File: config.mk
export PLATFORM = sky130hd
export DESIGN_NAME = jtp_tap
export DESIGN_NICKNAME = d
export VERILOG_FILES = /design/src/design/jtp_pkg.sv /design/src/design/jtp_tap.sv
export VERILOG_INCLUDE_DIRS = /design/src /design/src/design
export SDC_FILE = /design/constraint.sdc
export NUM_CORES = 1
export LEC_CHECK = 0
export BUFFER_PORTS_ARGS = -buffer_cell sky130_fd_sc_hd__buf_2
export CAP_MARGIN = 20
export CORE_MARGIN = 5
export CORE_UTILIZATION = 53
export DETAILED_ROUTE_END_ITERATION = 16
export GPL_TIMING_DRIVEN = 0
export MAX_ROUTING_LAYER = met4
export PLACE_DENSITY_LB_ADDON = 0.08
export SKIP_CTS_REPAIR_TIMING = 1
export SYNTH_ARGS = -nofsm -noshare
export SYNTH_HDL_FRONTEND = slang
export SYNTH_SLANG_ARGS = --single-unit
File: constraint.sdc
create_clock -name clk_i -period 2.4 [get_ports clk_i]
set_clock_uncertainty 0.1 [all_clocks]
set_input_delay 0.36 -clock clk_i [delete_from_list [all_inputs] [get_ports clk_i]]
set_output_delay 0.36 -clock clk_i [all_outputs]
set_load 0.005 [all_outputs]
File: src/design/jtp_params.svh
// constants of the test access port block
`ifndef JTP_PARAMS_SVH
`define JTP_PARAMS_SVH
`define JTP_IR_W        4
`define JTP_IR_CAPTURE  4'h1
`define JTP_OP_EXTEST   4'h0
`define JTP_OP_SAMPLE   4'h1
`define JTP_OP_IDENT    4'h2
`define JTP_OP_HIGHZ    4'h4
`define JTP_OP_BYPASS   4'hF
`define JTP_ID_W        32
`define JTP_RESET_TMS   5
`endif

File: src/design/jtp_pkg.sv
// types of the test access port block
package jtp_pkg;
  typedef enum logic [15:0] {
    ST_RESET = 16'h0001, ST_IDLE  = 16'h0002, ST_SELDR = 16'h0004,
    ST_CAPDR = 16'h0008, ST_SHDR  = 16'h0010, ST_EX1DR = 16'h0020,
    ST_PSDR  = 16'h0040, ST_EX2DR = 16'h0080, ST_UPDR  = 16'h0100,
    ST_SELIR = 16'h0200, ST_CAPIR = 16'h0400, ST_SHIR  = 16'h0800,
    ST_EX1IR = 16'h1000, ST_PSIR  = 16'h2000, ST_EX2IR = 16'h4000,
    ST_UPIR  = 16'h8000
  } jtp_state_t;

  typedef struct packed {
    logic tck;
    logic tms;
    logic tdi;
    logic trst_n;
  } jtp_pins_t;

  typedef struct packed {
    logic [3:0]  version;
    logic [15:0] part;
    logic [10:0] maker;
    logic        one;
  } jtp_id_t;
endpackage : jtp_pkg

File: src/design/jtp_tap.sv
// test access port controller with instruction and data registers
`include "jtp_params.svh"
module jtp_tap #(
  parameter logic [3:0]  VERSION = 4'h0,    // arbitrary value
  parameter logic [15:0] PART    = 16'h0123, // arbitrary value
  parameter logic [10:0] MAKER   = 11'h155, // arbitrary value
  parameter int          BSR_W   = 8
) (
  input  wire logic             clk_i,
  input  wire logic             rst_i,
  input  wire jtp_pkg::jtp_pins_t pins_i,
  input  wire logic [BSR_W-1:0] bsr_capture_i,
  output logic                  tdo_o,
  output logic                  tdo_oe_o,
  output logic                  test_logic_reset_o,
  output logic                  tap_was_reset_o,
  output logic                  extest_o,
  output logic                  outputs_hiz_o,
  output logic                  run_idle_active_o,
  output logic [BSR_W-1:0]      bsr_update_o,
  output logic [3:0]            ir_o
);
  // three-stage synchronisers for every pin input
  logic [2:0] tck_s_r, tms_s_r, tdi_s_r, trst_s_r;
  always_ff @(posedge clk_i)
  begin
    if (rst_i)
    begin
      tck_s_r  <= 3'h0;
      tms_s_r  <= 3'h7;
      tdi_s_r  <= 3'h0;
      trst_s_r <= 3'h0;
    end
    else
    begin
      tck_s_r  <= {tck_s_r[1:0], pins_i.tck};
      tms_s_r  <= {tms_s_r[1:0], pins_i.tms};
      tdi_s_r  <= {tdi_s_r[1:0], pins_i.tdi};
      trst_s_r <= {trst_s_r[1:0], pins_i.trst_n};
    end
  end

  // filtered levels: change once stages two and three agree
  logic tck_f_r, tms_f_r, tdi_f_r, trst_n_f_r;
  always_ff @(posedge clk_i)
  begin
    if (rst_i)
    begin
      tck_f_r    <= 1'b0;
      tms_f_r    <= 1'b1;
      tdi_f_r    <= 1'b0;
      trst_n_f_r <= 1'b0;
    end
    else
    begin
      if (tck_s_r[1] == tck_s_r[2])
        tck_f_r <= tck_s_r[2];
      if (tms_s_r[1] == tms_s_r[2])
        tms_f_r <= tms_s_r[2];
      if (tdi_s_r[1] == tdi_s_r[2])
        tdi_f_r <= tdi_s_r[2];
      if (trst_s_r[1] == trst_s_r[2])
        trst_n_f_r <= trst_s_r[2];
    end
  end

  logic tck_rise, tck_fall;
  assign tck_rise = (tck_s_r[1] == tck_s_r[2]) && tck_s_r[2] && !tck_f_r;
  assign tck_fall = (tck_s_r[1] == tck_s_r[2]) && !tck_s_r[2] && tck_f_r;

  jtp_pkg::jtp_state_t st_r, st_nxt;

  always_comb
  begin
    st_nxt = st_r;
    case (st_r)
      jtp_pkg::ST_RESET: st_nxt = tms_f_r ? jtp_pkg::ST_RESET
                                          : jtp_pkg::ST_IDLE;
      jtp_pkg::ST_IDLE:  st_nxt = tms_f_r ? jtp_pkg::ST_SELDR
                                          : jtp_pkg::ST_IDLE;
      jtp_pkg::ST_SELDR: st_nxt = tms_f_r ? jtp_pkg::ST_SELIR
                                          : jtp_pkg::ST_CAPDR;
      jtp_pkg::ST_CAPDR: st_nxt = tms_f_r ? jtp_pkg::ST_EX1DR
                                          : jtp_pkg::ST_SHDR;
      jtp_pkg::ST_SHDR:  st_nxt = tms_f_r ? jtp_pkg::ST_EX1DR
                                          : jtp_pkg::ST_SHDR;
      jtp_pkg::ST_EX1DR: st_nxt = tms_f_r ? jtp_pkg::ST_UPDR
                                          : jtp_pkg::ST_PSDR;
      jtp_pkg::ST_PSDR:  st_nxt = tms_f_r ? jtp_pkg::ST_EX2DR
                                          : jtp_pkg::ST_PSDR;
      jtp_pkg::ST_EX2DR: st_nxt = tms_f_r ? jtp_pkg::ST_UPDR
                                          : jtp_pkg::ST_SHDR;
      jtp_pkg::ST_UPDR:  st_nxt = tms_f_r ? jtp_pkg::ST_SELDR
                                          : jtp_pkg::ST_IDLE;
      jtp_pkg::ST_SELIR: st_nxt = tms_f_r ? jtp_pkg::ST_RESET
                                          : jtp_pkg::ST_CAPIR;
      jtp_pkg::ST_CAPIR: st_nxt = tms_f_r ? jtp_pkg::ST_EX1IR
                                          : jtp_pkg::ST_SHIR;
      jtp_pkg::ST_SHIR:  st_nxt = tms_f_r ? jtp_pkg::ST_EX1IR
                                          : jtp_pkg::ST_SHIR;
      jtp_pkg::ST_EX1IR: st_nxt = tms_f_r ? jtp_pkg::ST_UPIR
                                          : jtp_pkg::ST_PSIR;
      jtp_pkg::ST_PSIR:  st_nxt = tms_f_r ? jtp_pkg::ST_EX2IR
                                          : jtp_pkg::ST_PSIR;
      jtp_pkg::ST_EX2IR: st_nxt = tms_f_r ? jtp_pkg::ST_UPIR
                                          : jtp_pkg::ST_SHIR;
      jtp_pkg::ST_UPIR:  st_nxt = tms_f_r ? jtp_pkg::ST_SELDR
                                          : jtp_pkg::ST_IDLE;
      default:           st_nxt = jtp_pkg::ST_RESET;
    endcase
  end

  // trst acts without tck; reset as seen through the synchroniser
  always_ff @(posedge clk_i)
  begin
    if (rst_i || !trst_n_f_r)
      st_r <= jtp_pkg::ST_RESET;
    else if (tck_rise)
      st_r <= st_nxt;
  end

  // rst_i also puts the port in reset, so this flag sets just after it; queue side waits for this flag
  always_ff @(posedge clk_i)
  begin
    if (rst_i)
      tap_was_reset_o <= 1'b0;
    else if (st_r == jtp_pkg::ST_RESET)
      tap_was_reset_o <= 1'b1;
  end

  // instruction shift stages and latch
  logic [`JTP_IR_W-1:0] ir_sh_r, ir_r;
  always_ff @(posedge clk_i)
  begin
    if (rst_i)
      ir_sh_r <= `JTP_IR_CAPTURE;
    else if (tck_rise && st_r == jtp_pkg::ST_CAPIR)
      ir_sh_r <= `JTP_IR_CAPTURE;
    else if (tck_rise && st_r == jtp_pkg::ST_SHIR)
      ir_sh_r <= {tdi_f_r, ir_sh_r[`JTP_IR_W-1:1]};
  end

  // reset loads the identification opcode so it is ready at once
  always_ff @(posedge clk_i)
  begin
    if (rst_i || st_r == jtp_pkg::ST_RESET)
      ir_r <= `JTP_OP_IDENT;
    else if (tck_fall && st_r == jtp_pkg::ST_UPIR)
      ir_r <= ir_sh_r;
  end
  assign ir_o = ir_r;

  logic sel_bsr, sel_id;
  assign sel_bsr = (ir_r == `JTP_OP_EXTEST) || (ir_r == `JTP_OP_SAMPLE);
  assign sel_id  = (ir_r == `JTP_OP_IDENT);

  jtp_pkg::jtp_id_t id_val;
  assign id_val = '{version: VERSION, part: PART, maker: MAKER,
                    one: 1'b1};

  logic                  byp_r;
  logic [`JTP_ID_W-1:0]  id_sh_r;
  logic [BSR_W-1:0]      bsr_sh_r;
  always_ff @(posedge clk_i)
  begin
    if (rst_i)
    begin
      byp_r    <= 1'b0;
      id_sh_r  <= '0;
      bsr_sh_r <= '0;
    end
    else if (tck_rise && st_r == jtp_pkg::ST_CAPDR)
    begin
      if (sel_id)
        id_sh_r <= id_val;
      else if (sel_bsr)
        bsr_sh_r <= bsr_capture_i;
      else
        byp_r <= 1'b0;
    end
    else if (tck_rise && st_r == jtp_pkg::ST_SHDR)
    begin
      if (sel_id)
        id_sh_r <= {tdi_f_r, id_sh_r[`JTP_ID_W-1:1]};
      else if (sel_bsr)
        bsr_sh_r <= {tdi_f_r, bsr_sh_r[BSR_W-1:1]};
      else
        byp_r <= tdi_f_r;
    end
  end

  always_ff @(posedge clk_i)
  begin
    if (rst_i)
      bsr_update_o <= '0;
    else if (tck_fall && st_r == jtp_pkg::ST_UPDR && sel_bsr)
      bsr_update_o <= bsr_sh_r;
  end

  // test modes only after leaving reset; bypass leaves device alone
  assign extest_o           = (st_r != jtp_pkg::ST_RESET) &&
                              (ir_r == `JTP_OP_EXTEST);
  assign outputs_hiz_o      = (st_r != jtp_pkg::ST_RESET) &&
                              (ir_r == `JTP_OP_HIGHZ);
  assign test_logic_reset_o = (st_r == jtp_pkg::ST_RESET);
  // no instruction here runs in idle, so nothing is active there
  assign run_idle_active_o  = 1'b0;

  logic tdo_src;
  always_comb
  begin
    if (st_r == jtp_pkg::ST_SHIR)
      tdo_src = ir_sh_r[0];
    else if (sel_id)
      tdo_src = id_sh_r[0];
    else if (sel_bsr)
      tdo_src = bsr_sh_r[0];
    else
      tdo_src = byp_r;
  end

  always_ff @(posedge clk_i)
  begin
    if (rst_i)
    begin
      tdo_o    <= 1'b0;
      tdo_oe_o <= 1'b0;
    end
    else if (tck_fall)
    begin
      tdo_o    <= tdo_src;
      tdo_oe_o <= (st_r == jtp_pkg::ST_SHIR) ||
                  (st_r == jtp_pkg::ST_SHDR);
    end
  end

  // helper: cycles of TMS high counted on tck rises
  logic [2:0] tms_hi_cnt_r;
  always_ff @(posedge clk_i)
  begin
    if (rst_i)
      tms_hi_cnt_r <= 3'h0;
    else if (tck_rise)
      tms_hi_cnt_r <= !tms_f_r ? 3'h0 :
                      (tms_hi_cnt_r == 3'h7 ? 3'h7 : tms_hi_cnt_r + 3'h1);
  end

  // step checks need trst high; a trst cut is left to a_trst_reset
  a_tms_reset: assert property (
    @(posedge clk_i) disable iff (rst_i)
    tms_hi_cnt_r >= 3'(`JTP_RESET_TMS) |-> st_r == jtp_pkg::ST_RESET)
    else $error("five tms high did not reset");
  a_trst_reset: assert property (
    @(posedge clk_i) disable iff (rst_i)
    !trst_n_f_r |=> st_r == jtp_pkg::ST_RESET)
    else $error("trst did not reset");
  a_state_hold: assert property (
    @(posedge clk_i) disable iff (rst_i)
    !tck_rise && trst_n_f_r |=> $stable(st_r))
    else $error("state moved without tck rise");
  a_seldr_step: assert property (
    @(posedge clk_i) disable iff (rst_i)
    tck_rise && trst_n_f_r && st_r == jtp_pkg::ST_SELDR |=>
      st_r == ($past(tms_f_r) ? jtp_pkg::ST_SELIR : jtp_pkg::ST_CAPDR))
    else $error("select dr step wrong");
  a_selir_step: assert property (
    @(posedge clk_i) disable iff (rst_i)
    tck_rise && trst_n_f_r && st_r == jtp_pkg::ST_SELIR |=>
      st_r == ($past(tms_f_r) ? jtp_pkg::ST_RESET : jtp_pkg::ST_CAPIR))
    else $error("select ir step wrong");
  a_ir_capture: assert property (
    @(posedge clk_i) disable iff (rst_i)
    tck_rise && st_r == jtp_pkg::ST_CAPIR |=>
      ir_sh_r[1:0] == 2'h1)
    else $error("ir capture pattern wrong");
  a_ir_shift: assert property (
    @(posedge clk_i) disable iff (rst_i)
    tck_rise && st_r == jtp_pkg::ST_SHIR |=>
      ir_sh_r[3] == $past(tdi_f_r) && ir_sh_r[2:0] == $past(ir_sh_r[3:1]))
    else $error("ir shift wrong");
  a_pause_hold: assert property (
    @(posedge clk_i) disable iff (rst_i)
    tck_rise && st_r == jtp_pkg::ST_PSIR |=> $stable(ir_sh_r))
    else $error("ir moved in pause");
  a_exit1_ir: assert property (
    @(posedge clk_i) disable iff (rst_i)
    tck_rise && trst_n_f_r && st_r == jtp_pkg::ST_EX1IR |=>
      st_r == ($past(tms_f_r) ? jtp_pkg::ST_UPIR : jtp_pkg::ST_PSIR))
    else $error("exit1 ir step wrong");
  a_ir_update: assert property (
    @(posedge clk_i) disable iff (rst_i)
    tck_fall && st_r == jtp_pkg::ST_UPIR && trst_n_f_r |=>
      ir_r == $past(ir_sh_r))
    else $error("ir update lost");
  a_bypass_zero: assert property (
    @(posedge clk_i) disable iff (rst_i)
    tck_rise && st_r == jtp_pkg::ST_CAPDR && !sel_id && !sel_bsr
      |=> !byp_r)
    else $error("bypass not zero");
  a_id_capture: assert property (
    @(posedge clk_i) disable iff (rst_i)
    tck_rise && st_r == jtp_pkg::ST_CAPDR && sel_id |=>
      id_sh_r[0] == 1'b1 && id_sh_r[31:28] == VERSION)
    else $error("id capture wrong");
  a_bsr_capture: assert property (
    @(posedge clk_i) disable iff (rst_i)
    tck_rise && st_r == jtp_pkg::ST_CAPDR && sel_bsr |=>
      bsr_sh_r == $past(bsr_capture_i))
    else $error("boundary capture wrong");
  a_dr_mirror: assert property (
    @(posedge clk_i) disable iff (rst_i)
    tck_rise && trst_n_f_r && st_r == jtp_pkg::ST_EX1DR |=>
      st_r == ($past(tms_f_r) ? jtp_pkg::ST_UPDR : jtp_pkg::ST_PSDR))
    else $error("exit1 dr step wrong");
  a_bsr_update: assert property (
    @(posedge clk_i) disable iff (rst_i)
    tck_fall && st_r == jtp_pkg::ST_UPDR && sel_bsr |=>
      bsr_update_o == $past(bsr_sh_r))
    else $error("boundary update lost");
  a_bypass_quiet: assert property (
    @(posedge clk_i) disable iff (rst_i)
    ir_r == `JTP_OP_BYPASS |-> !extest_o && !outputs_hiz_o)
    else $error("bypass disturbed device");
  a_was_reset: assert property (
    @(posedge clk_i) disable iff (rst_i)
    st_r == jtp_pkg::ST_RESET |=> tap_was_reset_o)
    else $error("queue release flag missing");
  a_ir_reset: assert property (
    @(posedge clk_i) disable iff (rst_i)
    st_r == jtp_pkg::ST_RESET |=> ir_r == `JTP_OP_IDENT)
    else $error("instruction not reset");
  a_tdo_enable: assert property (
    @(posedge clk_i) disable iff (rst_i)
    tdo_oe_o |-> $past(st_r == jtp_pkg::ST_SHIR ||
      st_r == jtp_pkg::ST_SHDR || tdo_oe_o))
    else $error("tdo driven outside shift");
  a_tdo_steady: assert property (
    @(posedge clk_i) disable iff (rst_i)
    !tck_fall |=> $stable(tdo_o) && $stable(tdo_oe_o))
    else $error("tdo moved without tck fall");
  a_tdo_off: assert property (
    @(posedge clk_i) disable iff (rst_i)
    tck_fall && st_r != jtp_pkg::ST_SHIR && st_r != jtp_pkg::ST_SHDR
      |=> !tdo_oe_o)
    else $error("tdo left driven");
  a_reset_off: assert property (
    @(posedge clk_i) disable iff (rst_i)
    st_r == jtp_pkg::ST_RESET |=> !extest_o && !outputs_hiz_o)
    else $error("test logic active in reset");
endmodule : jtp_tap

Word-level counts from Yosys, hierarchy flattened. Cells that the tools add are included.

Bits of input ports: 14. Logic and storage cells: 111. Bits in registers: 92. Output and inout port bits: 19.

Equal/unequal tests: 32. Muxes and demuxes: 32. Reduce and logical (&&, ||, !) cells: 29.

Operators by type and width (count): 16-bit case mux with 12 select lines (1); 32-bit two-way mux (4); 8-bit two-way mux (7); 16-bit two-way mux (2); 9-bit two-way mux (2); 16-bit by 1-bit equality test with 1-bit output (second input constant) (1); 16-bit by 10-bit equality test with 1-bit output (second input constant) (1); 16-bit by 11-bit equality test with 1-bit output (second input constant) (1); 16-bit by 12-bit equality test with 1-bit output (second input constant) (1); 16-bit by 13-bit equality test with 1-bit output (second input constant) (1); 16-bit by 14-bit equality test with 1-bit output (second input constant) (1); 16-bit by 15-bit equality test with 1-bit output (second input constant) (1); 16-bit equality test (second input constant) (1); 16-bit by 2-bit equality test with 1-bit output (second input constant) (1); 16-bit by 3-bit equality test with 1-bit output (second input constant) (1); 16-bit by 4-bit equality test with 1-bit output (second input constant) (1); 16-bit by 5-bit equality test with 1-bit output (second input constant) (1); 16-bit by 6-bit equality test with 1-bit output (second input constant) (1); 16-bit by 7-bit equality test with 1-bit output (second input constant) (1); 16-bit by 8-bit equality test with 1-bit output (second input constant) (1); 16-bit by 9-bit equality test with 1-bit output (second input constant) (1); 16-bit by 1-bit inequality test with 1-bit output (second input constant) (1); 2-bit inequality test (second input constant) (8); 15-bit two-way mux (1); 20 further kinds (51).

Logic depth before layout (Yosys ltp).
Depth in word-level cells: 6. Gate-level depth with buffers: 9. Depth with buffers taken out: 7.

Least setup slack after synthesis. OpenSTA, ideal clock, no wires.

Path type: register -> register. From: reg st_r[5]. To: reg id_sh_r[12]. Arrival time: 2.184 ns. Path buffers: 3. Setup slack: -0.015 ns. Stages on the path, launching flop included: 10. Data required time: 2.168 ns. Cells stage by stage: dfxtp_1 -> buf_6 -> or4_4 -> o22ai_2 -> nand2_2 -> or4_1 -> buf_2 -> buf_6 -> nor3_2 -> nor3_1.

Word-level cells in the longest chain between the ends: 4. Elaborated cells between the ends (all ways): 9. Those cells by class: eq/ne: 4; mux: 1; reduce/logical: 4.

RTL lines: start: declaration (line jtp_tap.sv:71) `jtp_pkg::jtp_state_t st_r, st_nxt;`; start signal: assignment (line jtp_tap.sv:117) `st_r <= jtp_pkg::ST_RESET;`; start signal: assignment (line jtp_tap.sv:119) `st_r <= st_nxt;`; 16-bit by 5-bit equality test with 1-bit output / 16-bit by 4-bit equality test with 1-bit output (equally long branches) (line jtp_tap.sv:181, jtp_tap.sv:172); 1-bit logical AND (on tied branches) (line jtp_tap.sv:181, jtp_tap.sv:172); 2-bit inequality test (no line) / 2-bit nonzero test (equally long branches); 3-bit AND reduction (no line); end signal: assignment (line jtp_tap.sv:175) `id_sh_r <= id_val;`; end signal: assignment (line jtp_tap.sv:184) `` id_sh_r <= {tdi_f_r, id_sh_r[`JTP_ID_W-1:1]}; ``; end: declaration (line jtp_tap.sv:162) `` logic [`JTP_ID_W-1:0] id_sh_r; ``.

Parallel ways exist; a longest one is shown, timed or not. A chain may end at the register's enable or synchronous reset.

Final worst setup path.
From: reg st_r[4]. To: reg id_sh_r[30].

Same word-level chain as after synthesis.

==> results_dict.tcl <==
set metrics [dict create \
    status "finished, violations left" \
    violations "negative setup slack" \
    holdPathEnd "tms_s_r[0]" \
    regToRegStartpoint "st_r[4]" \
    ys_ff_latch 92 \
    n_antenna_cell 0 \
    routed_wl_um 9420 \
    finalCriticalPeriod_ns 2.44 \
    synthFlopType "dfxtp_1" \
    via_count 3502 \
    cp_cell_sequence "or4_4 > buf_4 > or4_1 > clkbuf_2 > nand3_1 > a21oi_1" \
    avgViaCountPerCell 5.63 \
    p_leak_nw 1.68 \
    start_util_pct 55.0 \
    synth_edf_count 0 \
    p_switching_mw 0.622 \
    worst_pin_slew_ns 0.573 \
    cpPeakStageDelay_ns 0.63 \
    cts_sinks 92 \
    path_class "flop to flop" \
    vdd_drop_max_mv 0.309 \
    slew_violations 0 \
    grt_pass1_vias 3212 \
    clk_transition_reported_paths_ns 0.10 \
    ys_top_cells_by_area "dfxtp_1 (46%), nor2_1 (6.3%), mux2i_1 (5.0%)" \
    grt_max_degree 17 \
    yosysWarnings 0 \
    syn_inst 461 \
    p_per_area_nw_per_um2 559 \
    drv_cap 0 \
    nNetsFinal 534 \
    h-tree-depth 3 \
    slowest_stage "or4_1" \
    layout-drive-gt1-share_pct 26.0 \
    core-area_um2 7290 \
    synth.most_common_cell "dfxtp_1" \
    yosys.area.top_type "dfxtp_1" \
    die-area_um2 9400 \
    comb_power_share_pct 2.5 \
    layout.cells.non_filler 622 \
    netlist_area_um2 4010 \
    wl_per_cell_um 15.1 \
    place_inst 591 \
    swShare_pct 22.9 \
    grt_overflow 0 \
    gp_congestion 0.949 \
    synth.distinct_cells 52 \
    reg2reg_depth 6 \
    yosys-top-cells-count "dfxtp_1 (92), nor2_1 (67), a21oi_1 (38), nand2_1 (38), nand3_1 (25)" \
    dp_hpwl_um 6330 \
    postRouteAntennaNets 0 \
    setup_violations 26 \
    yosysSeqAreaShare_pct 46.0 \
    cts_buffer_depth 2 \
    arrival_ns 2.57 \
    final_util_pct 66.7 \
    final.fill_count 654 \
    postSynthAreaPerCell_um2 8.69 \
    min_delay_path_depth 2 \
    grt_antenna_before_repair 0 \
    setup-tns-final_ns -0.600 \
    rows 31 \
    clockRootBuffer "clkbuf_8" \
    numCtsBuffers 9 \
    finalCritPeriodShare_pct 102 \
    drt-pass1-iter-count 5 \
    fp.dieW_um 97.0 \
    end_kind "flop" \
    clk-insertion-delay-late_ns 0.36 \
    seq_power_share_pct 57.0 \
    critPathLaunchType "flop" \
    path_max_fanout 10 \
    hold_class "input pin to flop" \
    fmax_mhz 410 \
    syn_nets 477 \
    min_from "pins_i[2]" \
    reg2reg_slack_ns -0.04 \
    intPower_mw 2.10 \
    grt_first_pass_wirelength_um 15100 \
    rsz0062_at_grt "true" \
    dieHeight_um 97.0 \
    worstPathRequired_ns 2.53 \
    drtIter0Drc 122 \
    async_reset_ff_share_pct 0 \
    setup_slack_ns -0.0392 \
    drc 0 \
    reg2reg_to "id_sh_r[30]" \
    clkPwrFrac_pct 40.5 \
    hold_viol 0 \
    ios 33 \
    relSlewSlack_pct 61.5 \
    io_buffers 31 \
    cts_tree "done" \
    syn_to_final_growth_pct 21.3 \
    synth_top_area_share_pct 46.0 \
    grt.total_usage_pct 19.7 \
]
-- layer usage --
metal | track usage (%) | part of all wire [%]
met2 | 28.5 | 46
met3 | 3.88 | 6.2
met1 | 27.2 | 46
met5 | - | 0
met4 | 7.24 | 1.9
-- cells by family after synthesis --
family | share of synthesized area (%)
AND/OR/NAND/NOR | 30.1
flip-flops | 46.0
AO/OA/AOI/OAI | 12.4
buffers and inverters | 4.81
multiplexers | 5.00
XOR/XNOR | 1.09
adder cells (fa/ha/maj) | 0.624
other | 0.0936
-- power by group through the flow --
stage               registers (mW)  logic (mW)  clock network [mW]
floorplan                     1.58      0.0433                   0
global placement              1.58      0.0670                   0
detailed placement            1.59      0.0688                   0
CTS                           1.55      0.0690                1.13
global route                  1.55      0.0767                1.19
finish                        1.55      0.0686                1.10
-- flip-flops by register name (all words and copies together), names as in the netlist, 3 cells and up --
name and flops:
bsr_sh_r 8, bsr_update_o 8, id_sh_r 32, ir_o 4
ir_sh_r 4, st_r 16, tck_s_r 3, tdi_s_r 3
tms_s_r 3, trst_s_r 3
-- worst max path at each step --
stage                        start          end  slack [ns]  depth (start not counted)
final                      st_r[4]  id_sh_r[30]       -0.04                          6
after global routing       st_r[4]  id_sh_r[13]       -0.11                          8
after CTS                 st_r[12]     extest_o       -0.38                          7
after detailed placement  st_r[12]  id_sh_r[10]       -0.31                          8
after global placement    st_r[12]   id_sh_r[6]       -0.31                          8
after floorplan            st_r[5]  id_sh_r[12]        0.01                          9
-- worst max-delay path: cells and delay by family, from the launching register on --
family                 cells  cell delay [ns]
AOI/OAI and AO/OA          1             0.07
buffers and inverters      2             0.41
DFF                        1             0.38
and+or+nand+nor            3             1.35
-- area by class of cell --
type	instances	area [µm²]	share of cell area, %
Tap cell	99	124	2.55
Buffer	31	193	3.96
Sequential cell	92	1860	38.2
Timing Repair Buffer	51	339	6.97
Clock buffer	11	141	2.91
Multi-Input combinational cell	328	2120	43.6
Clock inverter	5	67.6	1.39
Inverter	5	18.8	0.386
-- cell usage in the layout, fill, tap and decap left out, types with 3 or more instances in the layout --
master,count
nor4_1,7
or2_2,6
a21oi_1,38
buf_4,23
nor2_1,63
nand4_1,4
buf_2,33
nor3_1,20
inv_1,5
nor2_2,3
clkbuf_1,16
a2bb2oi_1,3
clkbuf_8,10
or4_1,3
or4_4,5
mux2i_1,20
xnor2_1,3
buf_6,5
a31oi_1,4
nand2b_1,3
nor4_4,7
o21ai_0,4
nor2b_1,13
a211oi_1,6
nand3_1,25
dfxtp_2,10
nor3_2,7
nand2_1,36
dfxtp_1,81
a22oi_1,6
-- metrics by stage --
step	area [µm²]	setup WS (ns)	hold WS [ns]	total power, mW
3_5_place_dp	4290	-0.311	0.299	1.65
4_1_cts	4500	-0.379	0.0577	2.74
6_report	4860	-0.0392	0.0727	2.72
5_1_grt	4860	-0.112	0.0566	2.82
2_1_floorplan	4020	0.0126	0.289	1.63
3_3_place_gp	4290	-0.309	0.292	1.65
Power figures use the tool's default switching activity.
